**config.mk**
```make
export PLATFORM = sky130hd
export DESIGN_NAME = tdmp_port
export DESIGN_NICKNAME = d
export VERILOG_FILES = /design/src/tdmp_pkg.sv /design/src/tdmp_port.sv
export SDC_FILE = /design/constraint.sdc
export NUM_CORES = 2
export LEC_CHECK = 0
export BUFFER_PORTS_ARGS = -buffer_cell sky130_fd_sc_hd__buf_2
export CAP_MARGIN = 15
export CORE_MARGIN = 2
export CORE_UTILIZATION = 42
export CTS_CLUSTER_SIZE = 28
export DETAILED_ROUTE_END_ITERATION = 16
export SYNTH_ARGS = -nofsm -noshare
export SYNTH_HDL_FRONTEND = slang
export SYNTH_SLANG_ARGS = --single-unit
export TNS_END_PERCENT = 30
```
**constraint.sdc**
```tcl
create_clock -name clk_i -period 11.5 [get_ports clk_i]
set_input_delay 0.575 -clock clk_i [delete_from_list [all_inputs] [get_ports clk_i]]
set_output_delay 0.575 -clock clk_i [all_outputs]
set_load 0.02 [all_outputs]
```
**src/tdmp_pkg.sv**
```systemverilog
// Package: register map, field layout and encodings of the TDM audio serial port
package tdmp_pkg;
   // Frame formats and sample encodings
   typedef enum logic [1:0] {MODE_I2S, MODE_LJ, MODE_PCM, MODE_GCI} tdmp_mode_t;
   typedef enum logic [1:0] {ENC_ALAW, ENC_ULAW, ENC_LIN, ENC_G722} tdmp_enc_t;
   // Register byte offsets
   localparam logic [7:0] OFS_CTRL = 8'h00;
   localparam logic [7:0] OFS_SLOT = 8'h04;
   localparam logic [7:0] OFS_DIV = 8'h08;
   localparam logic [7:0] OFS_STAT = 8'h0C;
   localparam logic [7:0] OFS_TX0 = 8'h10;
   localparam logic [7:0] OFS_RX0 = 8'h20;
   localparam logic [7:0] OFS_END = 8'h30;
   // Control field positions
   localparam int CTL_EN = 0;
   localparam int CTL_MST = 1;
   localparam int CTL_MODE = 2;
   localparam int CTL_XE = 4;
   localparam int CTL_ENC = 5;
   localparam int CTL_HALF = 7;
   localparam int CTL_BPF = 8;
   localparam int CTL_CHEN = 12;
   // Values after reset
   localparam logic [15:0] CTRL_RST = 16'h0000;
   localparam logic [31:0] SLOT_RST = 32'h0302_0100;
   localparam logic [15:0] DIV_RST = 16'h0001;
   // Bits per frame, selected by the frame length field
   localparam logic [3:0] BPF_MAX_SEL = 4'hA;
   localparam logic [10:0] BPF_TAB [0:10] = '{11'h008, 11'h010, 11'h020, 11'h040, 11'h060,
      11'h080, 11'h0C0, 11'h100, 11'h180, 11'h200, 11'h400};
   // Word length on the link
   localparam logic [9:0] WORD_BITS = 10'h010;
   // Bus answers
   localparam logic [1:0] RESP_OK = 2'h0;
   localparam logic [1:0] RESP_ERR = 2'h2;
endpackage : tdmp_pkg

```
**src/tdmp_port.sv**
```systemverilog
// Module: TDM audio serial port (I2S, left-justified, PCM, GCI) behind AXI4-Lite
`timescale 1ns/1ps
// What this block does
// - I2S: left/right out on tx, in on rx
// - Master drives clock and sync; slave listens
// - Frame holds one left, one right word
// - Master word select has equal halves
// - Bits per frame: 8 up to 1024
// - MSB first; bits after LSB dropped
// - I2S: left on low, MSB one bit late
// - Left-justified: left on high, MSB immediate
// - Each PCM channel has its own slot
// - A-law, mu-law, linear, G.722, shared per bus
// - Linear sample uses slots N and N+1
// - 8/16-bit samples at 8 or 16 kHz
// - G.722 uses one slot per frame
// - Half-frame mode adds pair bpf/16 slots later
// - Slave accepts any frame sync width
// - Master frame sync one bit clock wide
// - PCM/GCI: edge select picks transmit launch edge
// - GCI: clock equals bit rate, plain bytes
// - GCI first bit with sync rising edge
// - Up to four channels, any stream each
module tdmp_port
   import tdmp_pkg::*;
(
   // Clock and reset
   input wire logic clk_i,
   input wire logic rst_n_i,
   // AXI4-Lite write address and data
   input wire logic [7:0] s_axi_awaddr_i,
   input wire logic s_axi_awvalid_i,
   output logic s_axi_awready_o,
   input wire logic [31:0] s_axi_wdata_i,
   input wire logic [3:0] s_axi_wstrb_i,
   input wire logic s_axi_wvalid_i,
   output logic s_axi_wready_o,
   // AXI4-Lite write response
   output logic [1:0] s_axi_bresp_o,
   output logic s_axi_bvalid_o,
   input wire logic s_axi_bready_i,
   // AXI4-Lite read
   input wire logic [7:0] s_axi_araddr_i,
   input wire logic s_axi_arvalid_i,
   output logic s_axi_arready_o,
   output logic [31:0] s_axi_rdata_o,
   output logic [1:0] s_axi_rresp_o,
   output logic s_axi_rvalid_o,
   input wire logic s_axi_rready_i,
   // Bit clock pin
   input wire logic bit_clk_i,
   output logic bit_clk_o,
   output logic bit_clk_oe_o,
   // Word select / frame sync pin
   input wire logic left_right_select_i,
   output logic left_right_select_o,
   output logic left_right_select_oe_o,
   // Serial data
   input wire logic serial_rx_line_i,
   output logic serial_tx_line_o
);
   // Registers
   logic [15:0] ctrl_q;
   logic [31:0] slot_q;
   logic [15:0] div_q;
   logic [31:0] tx_q [4];
   logic [31:0] rx_q [4];
   logic [31:0] rx_sh_q [4];
   logic [15:0] frames_q;
   logic sync_seen_q;
   logic done_q;
   logic oe_q;

   // Decoded configuration, one setting per bus
   logic en;
   logic mst;
   logic xe;
   logic half_md;
   logic i2s_md;
   logic lj;
   logic [3:0] ch_en;
   logic [3:0] bsel;
   tdmp_mode_t mode;
   tdmp_enc_t enc;
   logic [10:0] bpf;
   logic [9:0] last;
   logic [9:0] half;
   logic [6:0] hslots;
   assign en = ctrl_q[CTL_EN];
   assign mst = ctrl_q[CTL_MST];
   assign xe = ctrl_q[CTL_XE];
   assign half_md = ctrl_q[CTL_HALF];
   assign ch_en = ctrl_q[CTL_CHEN +: 4];
   assign mode = tdmp_mode_t'(ctrl_q[CTL_MODE +: 2]);
   assign enc = tdmp_enc_t'(ctrl_q[CTL_ENC +: 2]);
   assign i2s_md = (mode == MODE_I2S) || (mode == MODE_LJ);
   assign lj = (mode == MODE_LJ);
   assign bsel = (ctrl_q[CTL_BPF +: 4] > BPF_MAX_SEL) ? BPF_MAX_SEL : ctrl_q[CTL_BPF +: 4];
   assign bpf = BPF_TAB[bsel];
   assign last = 10'(bpf - 11'd1);
   assign half = bpf[10:1];
   assign hslots = bpf[10:4];

   // Pin synchronisers; clock and sync share depth so they stay aligned
   logic bc_s1_q, bc_s2_q, bc_s3_q;
   logic ws_s1_q, ws_s2_q;
   logic rx_s1_q, rx_s2_q;
   always_ff @(posedge clk_i or negedge rst_n_i) begin
      if (!rst_n_i) begin
         bc_s1_q <= 1'b0;
         bc_s2_q <= 1'b0;
         bc_s3_q <= 1'b0;
         ws_s1_q <= 1'b0;
         ws_s2_q <= 1'b0;
         rx_s1_q <= 1'b0;
         rx_s2_q <= 1'b0;
      end else begin
         bc_s1_q <= bit_clk_i;
         bc_s2_q <= bc_s1_q;
         bc_s3_q <= bc_s2_q;
         ws_s1_q <= left_right_select_i;
         ws_s2_q <= ws_s1_q;
         rx_s1_q <= serial_rx_line_i;
         rx_s2_q <= rx_s1_q;
      end
   end

   // Master bit clock divider; half period is div_q core cycles
   logic [15:0] div_cnt_q;
   logic bclk_q;
   logic m_tick;
   assign m_tick = en && mst && (({1'b0, div_cnt_q} + 17'd1) >= {1'b0, div_q});
   always_ff @(posedge clk_i or negedge rst_n_i) begin
      if (!rst_n_i) begin
         div_cnt_q <= 16'h0000;
         bclk_q <= 1'b0;
      end else if (!(en && mst)) begin
         div_cnt_q <= 16'h0000;
         bclk_q <= 1'b0;
      end else if (m_tick) begin
         div_cnt_q <= 16'h0000;
         bclk_q <= !bclk_q;
      end else begin
         div_cnt_q <= div_cnt_q + 16'd1;
      end
   end

   // Bit clock edges as one-cycle enables, from divider or from the pin
   logic rise_ev;
   logic fall_ev;
   assign rise_ev = mst ? (m_tick && !bclk_q) : (en && bc_s2_q && !bc_s3_q);
   assign fall_ev = mst ? (m_tick && bclk_q) : (en && !bc_s2_q && bc_s3_q);

   // Slave sync detection: any WS change, or only the rising FS edge so width is free
   logic ws_prev_q;
   logic sync_edge;
   logic [9:0] start_pos;
   assign sync_edge = !mst && rise_ev &&
      (i2s_md ? (ws_s2_q != ws_prev_q) : (ws_s2_q && !ws_prev_q));
   always_comb begin
      if (i2s_md) begin
         start_pos = (ws_s2_q == lj) ? 10'd0 : half;
      end else if (mode == MODE_PCM) begin
         start_pos = last;
      end else begin
         start_pos = 10'd0;
      end
   end
   always_ff @(posedge clk_i or negedge rst_n_i) begin
      if (!rst_n_i) begin
         ws_prev_q <= 1'b0;
      end else if (!mst && rise_ev) begin
         ws_prev_q <= ws_s2_q;
      end
   end

   // Bit position in the frame; advances on falling edges
   logic [9:0] pos_q;
   logic [9:0] cur_pos;
   logic [9:0] nxt_pos;
   assign cur_pos = sync_edge ? start_pos : pos_q;
   assign nxt_pos = (pos_q >= last) ? 10'd0 : 10'(pos_q + 10'd1);
   always_ff @(posedge clk_i or negedge rst_n_i) begin
      if (!rst_n_i) begin
         pos_q <= 10'd0;
      end else if (!en) begin
         pos_q <= last;
      end else if (sync_edge) begin
         pos_q <= start_pos;
      end else if (fall_ev) begin
         pos_q <= nxt_pos;
      end
   end

   // Map a bit position to {valid, channel, bit index}
   function automatic logic [7:0] slot_map(input logic [9:0] p);
      logic [9:0] off;
      logic [9:0] d;
      logic [7:0] s;
      logic [7:0] b;
      logic [7:0] r;
      off = 10'd0;
      d = 10'd0;
      s = {1'b0, p[9:3]};
      b = 8'h00;
      r = 8'h00;
      if (i2s_md) begin
         off = (p >= half) ? 10'(p - half) : p;
         d = lj ? off : 10'(off - 10'd1);
         // Positions past the LSB carry nothing
         if ((lj || off != 10'd0) && d < WORD_BITS) begin
            r = {1'b1, 1'b0, (p >= half), 5'(5'd15 - d[4:0])};
         end
      end else begin
         // Lowest channel wins if two share a slot
         for (int c = 3; c >= 0; c--) begin
            b = slot_q[8*c +: 8];
            if (ch_en[c]) begin
               if (enc != ENC_LIN) begin
                  if (s == b) begin
                     r = {1'b1, 2'(c), 5'(5'd7 - {2'b00, p[2:0]})};
                  end
               end else if (s == b) begin
                  r = {1'b1, 2'(c), 5'(5'd15 - {2'b00, p[2:0]})};
               end else if (s == 8'(b + 8'd1)) begin
                  r = {1'b1, 2'(c), 5'(5'd7 - {2'b00, p[2:0]})};
               end else if (half_md && s == 8'(b + {1'b0, hslots})) begin
                  r = {1'b1, 2'(c), 5'(5'd31 - {2'b00, p[2:0]})};
               end else if (half_md && s == 8'(b + {1'b0, hslots} + 8'd1)) begin
                  r = {1'b1, 2'(c), 5'(5'd23 - {2'b00, p[2:0]})};
               end
            end
         end
      end
      return r;
   endfunction : slot_map

   // Transmit launch: falling edge, or rising edge when the timeslot edge select is set in PCM or GCI mode
   logic xe_act;
   logic launch;
   logic [9:0] tx_pos;
   logic [7:0] tx_map;
   logic tx_bit;
   assign xe_act = xe && !i2s_md;
   assign launch = xe_act ? rise_ev : fall_ev;
   assign tx_pos = xe_act ? cur_pos : nxt_pos;
   always_comb tx_map = slot_map(tx_pos); // Also wakes on config read in the call
   assign tx_bit = tx_map[7] && tx_q[tx_map[6:5]][tx_map[4:0]];
   always_ff @(posedge clk_i or negedge rst_n_i) begin
      if (!rst_n_i) begin
         serial_tx_line_o <= 1'b0;
      end else if (!en) begin
         serial_tx_line_o <= 1'b0;
      end else if (launch) begin
         serial_tx_line_o <= tx_bit;
      end
   end

   // Master word select / frame sync, changed on falling edges
   always_ff @(posedge clk_i or negedge rst_n_i) begin
      if (!rst_n_i) begin
         left_right_select_o <= 1'b0;
      end else if (!(en && mst)) begin
         left_right_select_o <= 1'b0;
      end else if (fall_ev) begin
         if (i2s_md) begin
            left_right_select_o <= (nxt_pos >= half) ^ lj;
         end else if (mode == MODE_PCM) begin
            left_right_select_o <= (nxt_pos == last);
         end else begin
            left_right_select_o <= (nxt_pos == 10'd0);
         end
      end
   end

   // Pin drivers follow master mode
   always_ff @(posedge clk_i or negedge rst_n_i) begin
      if (!rst_n_i) begin
         oe_q <= 1'b0;
      end else begin
         oe_q <= en && mst;
      end
   end
   assign bit_clk_o = bclk_q;
   assign bit_clk_oe_o = oe_q;
   assign left_right_select_oe_o = oe_q;

   // Receive: sample on rising edges, publish the whole frame at its end
   logic [7:0] rx_map;
   always_comb rx_map = slot_map(cur_pos);
   always_ff @(posedge clk_i or negedge rst_n_i) begin
      if (!rst_n_i) begin
         for (int i = 0; i < 4; i++) begin
            rx_sh_q[i] <= 32'h0000_0000;
            rx_q[i] <= 32'h0000_0000;
         end
      end else begin
         if (rise_ev && rx_map[7]) begin
            rx_sh_q[rx_map[6:5]][rx_map[4:0]] <= rx_s2_q;
         end
         if (done_q) begin
            for (int i = 0; i < 4; i++) begin
               rx_q[i] <= rx_sh_q[i];
            end
         end
      end
   end

   // Frame counter and sync status
   always_ff @(posedge clk_i or negedge rst_n_i) begin
      if (!rst_n_i) begin
         done_q <= 1'b0;
         frames_q <= 16'h0000;
         sync_seen_q <= 1'b0;
      end else begin
         done_q <= rise_ev && (cur_pos == last);
         if (done_q) begin
            frames_q <= frames_q + 16'd1;
         end
         if (!en) begin
            sync_seen_q <= 1'b0;
         end else if (sync_edge || (mst && done_q)) begin
            sync_seen_q <= 1'b1;
         end
      end
   end

   // AXI4-Lite write channels; address and data accepted in either order
   logic [7:0] awaddr_q;
   logic [31:0] wdata_q;
   logic [3:0] wstrb_q;
   logic wr_go;
   assign wr_go = !s_axi_awready_o && !s_axi_wready_o && !s_axi_bvalid_o;
   always_ff @(posedge clk_i or negedge rst_n_i) begin
      if (!rst_n_i) begin
         s_axi_awready_o <= 1'b1;
         s_axi_wready_o <= 1'b1;
         s_axi_bvalid_o <= 1'b0;
         s_axi_bresp_o <= RESP_OK;
         awaddr_q <= 8'h00;
         wdata_q <= 32'h0000_0000;
         wstrb_q <= 4'h0;
      end else begin
         if (s_axi_awvalid_i && s_axi_awready_o) begin
            awaddr_q <= s_axi_awaddr_i;
            s_axi_awready_o <= 1'b0;
         end
         if (s_axi_wvalid_i && s_axi_wready_o) begin
            wdata_q <= s_axi_wdata_i;
            wstrb_q <= s_axi_wstrb_i;
            s_axi_wready_o <= 1'b0;
         end
         if (wr_go) begin
            s_axi_bvalid_o <= 1'b1;
            s_axi_bresp_o <= (awaddr_q < OFS_END) ? RESP_OK : RESP_ERR;
         end
         if (s_axi_bvalid_o && s_axi_bready_i) begin
            s_axi_bvalid_o <= 1'b0;
            s_axi_awready_o <= 1'b1;
            s_axi_wready_o <= 1'b1;
         end
      end
   end

   // Byte-lane merge
   function automatic logic [31:0] merge(input logic [31:0] o, input logic [31:0] w,
                                         input logic [3:0] st);
      logic [31:0] r;
      r = o;
      for (int i = 0; i < 4; i++) begin
         if (st[i]) begin
            r[8*i +: 8] = w[8*i +: 8];
         end
      end
      return r;
   endfunction : merge

   // Register writes; status and receive words are read-only
   always_ff @(posedge clk_i or negedge rst_n_i) begin
      if (!rst_n_i) begin
         ctrl_q <= CTRL_RST;
         slot_q <= SLOT_RST;
         div_q <= DIV_RST;
         for (int i = 0; i < 4; i++) begin
            tx_q[i] <= 32'h0000_0000;
         end
      end else if (wr_go) begin
         case ({awaddr_q[7:2], 2'b00})
            OFS_CTRL: ctrl_q <= 16'(merge({16'h0000, ctrl_q}, wdata_q, wstrb_q));
            OFS_SLOT: slot_q <= merge(slot_q, wdata_q, wstrb_q);
            OFS_DIV: div_q <= 16'(merge({16'h0000, div_q}, wdata_q, wstrb_q));
            default: begin
               // Words are used live, so update between frames to avoid tearing
               if (awaddr_q[7:4] == OFS_TX0[7:4]) begin
                  tx_q[awaddr_q[3:2]] <= merge(tx_q[awaddr_q[3:2]], wdata_q, wstrb_q);
               end
            end
         endcase
      end
   end

   // Read mux
   logic [31:0] rd_word;
   logic rd_ok;
   always_comb begin
      rd_word = 32'h0000_0000;
      rd_ok = 1'b1;
      case ({s_axi_araddr_i[7:2], 2'b00})
         OFS_CTRL: rd_word = {16'h0000, ctrl_q};
         OFS_SLOT: rd_word = slot_q;
         OFS_DIV: rd_word = {16'h0000, div_q};
         OFS_STAT: rd_word = {14'h0000, oe_q, sync_seen_q, frames_q};
         default: begin
            if (s_axi_araddr_i[7:4] == OFS_TX0[7:4]) begin
               rd_word = tx_q[s_axi_araddr_i[3:2]];
            end else if (s_axi_araddr_i[7:4] == OFS_RX0[7:4]) begin
               rd_word = rx_q[s_axi_araddr_i[3:2]];
            end else begin
               rd_ok = 1'b0;
            end
         end
      endcase
   end

   // AXI4-Lite read channel; one read outstanding
   always_ff @(posedge clk_i or negedge rst_n_i) begin
      if (!rst_n_i) begin
         s_axi_arready_o <= 1'b1;
         s_axi_rvalid_o <= 1'b0;
         s_axi_rdata_o <= 32'h0000_0000;
         s_axi_rresp_o <= RESP_OK;
      end else if (s_axi_arvalid_i && s_axi_arready_o) begin
         s_axi_arready_o <= 1'b0;
         s_axi_rvalid_o <= 1'b1;
         s_axi_rdata_o <= rd_word;
         s_axi_rresp_o <= rd_ok ? RESP_OK : RESP_ERR;
      end else if (s_axi_rvalid_o && s_axi_rready_i) begin
         s_axi_rvalid_o <= 1'b0;
         s_axi_arready_o <= 1'b1;
      end
   end
endmodule : tdmp_port

```
==> metrics.md <==
| Metric | Value |
|---|---|
| Vias in the first global route | 26530 |
| Cell count after synthesis | 3496 |
| Clock slew at reported path FFs | 0.06 ns |
| Clk_lat worst skew | 0.65 ns |
| Max Root-Sink Buffers | 3 |
| ANT nets after route | 0 |
| Min Tclk post-route | 9.713 ns |
| DIE AREA | 0.09023 mm² |
| Final worst path period share | 84.46% |
| Gr usage total | 25.07% |
| Max cap viols | 0 |
| Unique masters post-synth | 116 |
| Initial cell density of the core | 42.46% |
| Cell Count, Final, Fillers Out | 4688 |
| # nets final | 3641 |
| Worst-Margin Slew | 1.182 ns |
| Root Driver | clkbuf_16 |
| Layout cells sized above 1 | 22.62% |
| Final count of pins violating max slew | 0 |
| Setup Skew | 0.04233 ns |
| Peak Freq | 0.1030 GHz |
| Synthesized cell area | 0.03689 mm² |
| Row count | 108 |
| Initial antenna violation count | 8 |
| FFs w/ async S/R, synth | 100.0% |
| TritonCTS Buffers | 68 |
| Post-Route WL | 113.7 mm |
| Area Overhead vs Synth | 9.947% |
| Final TNS setup | 0 ns |
| Crit path from | ctrl_q[11]$_DFFE_PN0P_ |
| Commonest non-fill, non-tap cell in the layout | dfrtp_1 |
| Boundary pin count | 108 |
| Synth Area per Inst | 10.55 µm² |
| Crit Path Category | flop to flop |
| Slew Limit Headroom | 20.36% |
| R2R cell count | 34 |
| HP Start | left_right_select_i |
| CP Launch Type | flop |
| Number of vias per cell | 5.908 |
| Wire per inst | 24.26 µm |
| I/O Buffers | 101 |
| Gpl congestion | 0.9419 |
| Post-synthesis register bit count | 585 |
| CP Capture Type | flop |
| Global-route wire length before repair | 171.4 mm |
| Final setup violation count | 0 |
| Fillers | 8049 |
| Design Area, Final | 0.04056 mm² |
| Post-synth top flop | dfrtp_1 |
| Register area share after synthesis | 39.71% |
| Worst Hold Class | input port to flop |
| Chip width | 300.4 µm |
| Critical Path RT | 11.96 ns |
| RR Endpoint | serial_tx_line_o$_DFFE_PN0P_ |
| Pre-antenna DRT Iters | 8 |
| Number of flops mapped to enable cells by yosys | 0 |
| Resize count post-CTS | 0 |
| DRC | 0 |
| Die Y | 300.4 µm |
| Dpl cells | 4564 |
| Setup crit end | serial_tx_line_o$_DFFE_PN0P_ |
| Launch point of the worst reg-to-reg path | ctrl_q[11]$_DFFE_PN0P_ |
| DRT iter0 DRCs | 2606 |
| Commonest non-fill, non-tap cells in the layout | dfrtp_1 (573), nand2_1 (383), mux2_2 (341) |
| Count of final hold-check violations | 0 |
| CP Max Fanout | 21 |
| CTS tree | yes |
| CTS Sinks | 585 |
| R2R Setup Slk | 1.79 ns |
| RSZ-0062 raised after global routing | no |
| Worst EP arrival | 10.17 ns |
| Layout Utilization | 46.68% |
| Outcome | finished clean |
| Ant diodes | 0 |
| Overflow after GRT | 0 |
| Largest stage delay, worst path | 0.78 ns |
| Synth warn | 0 |
| Placed cell areas | 0.03827 mm² |
| Pin count of the biggest net entering global routing | 164 |
| Vias | 27700 |
| Core ar. | 0.08689 mm² |
| DP HPWL | 77.44 mm |
| Crit-path slowest cell | o31ai_4 |
| H-tree level count | 3 |
-- through the flow --
| stage | hold slack (ns) | setup slack [ns] |
|---|---|---|
| 6_report | 0.03743 | 1.787 |
| 5_1_grt | 0.02016 | 1.210 |
| 4_1_cts | 0.005553 | 1.918 |
| 3_5_place_dp | 0.3381 | 1.971 |
| 3_3_place_gp | 0.3356 | 2.080 |
| 2_1_floorplan | 0.2794 | 3.452 |
-- layer usage --
layer | track usage [%] | up-vias | share of wire (%)
met5 | 0 | - | 0.023
met4 | 8.048 | 4 | 3.0
met3 | 3.759 | 166 | 6.9
met2 | 37.58 | 974 | 44
met1 | 37.17 | 13980 | 46
li1 | - | 12570 | -
-- synth_stat cells (all sizes together) (18+ instances only) --
library cell | number | share of area (%)
nand2 | 387 | 4.0
xor2 | 129 | 3.1
mux4 | 112 | 6.8
a21o | 28 | 0.57
buf | 71 | 1.3
a22o | 21 | 0.50
xnor2 | 181 | 4.4
inv | 84 | 0.85
and3 | 39 | 0.66
a21oi | 131 | 1.8
nand4 | 44 | 0.75
mux2 | 390 | 12
a221oi | 18 | 0.52
o31ai | 25 | 0.62
a211oi | 24 | 0.50
o21ai | 221 | 3.0
ha | 93 | 3.2
nor4 | 21 | 0.41
nand2b | 41 | 0.70
nor2b | 34 | 0.58
dfrtp | 577 | 39
and2 | 25 | 0.42
mux2i | 107 | 2.9
clkbuf | 166 | 1.7
nor3 | 51 | 0.81
nand3 | 78 | 1.1
nor2 | 158 | 1.6
-- what timing repair did --
action                                 4_1_cts  5_1_grt
endpoints found under the hold margin       33        0
hold buffers                                 1        0
buffers inserted                             0        0
-- state kept, by name, summed over array words and instances, names as in the netlist, 4 cells and up --
name / flops
awaddr_q: 6
rx_sh_q: 128
ctrl_q: 16
div_cnt_q: 16
pos_q: 10
div_q: 16
s_axi_rdata_o: 32
slot_q: 32
tx_q: 128
wdata_q: 32
rx_q: 128
frames_q: 16
wstrb_q: 4
-- cell families (layout without fill, tap and decap cells) --
family	count (synthesis)	after routing	share of synthesized area (%)
and+or+nand+nor	942	942	12.39
AOI/OAI and AO/OA	624	624	11.32
muxes	609	609	21.64
DFF	585	585	39.71
buffers and inverters	322	358	3.809
xor gates and xnor gates	313	313	7.614
adders and majority gates	100	100	3.507
other	1	2	0.01016
-- worst min path at each step --
stage / endpoint / slack (ns) / cells past startpoint
2_1_floorplan: awaddr_q[2]$_DFFE_PN0P_ / 0.28 / 0
3_3_place_gp: rx_s2_q$_DFF_PN0_ / 0.34 / 0
3_5_place_dp: bc_s2_q$_DFF_PN0_ / 0.34 / 0
4_1_cts: ws_s1_q$_DFF_PN0_ / 0.006 / 1
5_1_grt: ws_s1_q$_DFF_PN0_ / 0.02 / 1
6_report: ws_s1_q$_DFF_PN0_ / 0.04 / 1
-- critical path, delay by kind of cell, from the launching register on --
family	cells	cell delay [ns]
mux	1	0.42
flops	1	0.64
buf+inv	5	0.68
fa+ha+maj	5	1.64
simple gates	7	1.89
compound gates	16	4.23
-- layout make-up --
| class | count | area, µm² | area share [%] |
|---|---|---|---|
| Clock buffer | 103 | 2044 | 5.040 |
| Clock inverter | 20 | 239.0 | 0.5892 |
| Inverter | 85 | 319.1 | 0.7866 |
| Multi-Input combinational cell | 2590 | 20920 | 51.58 |
| Sequential cell | 585 | 14660 | 36.14 |
| Tap cell | 1155 | 1445 | 3.563 |
| Timing Repair Buffer | 150 | 932.1 | 2.298 |
Power is not shown: default switching activity piles up to over one toggle a cycle in this logic, so the estimate is an artifact.
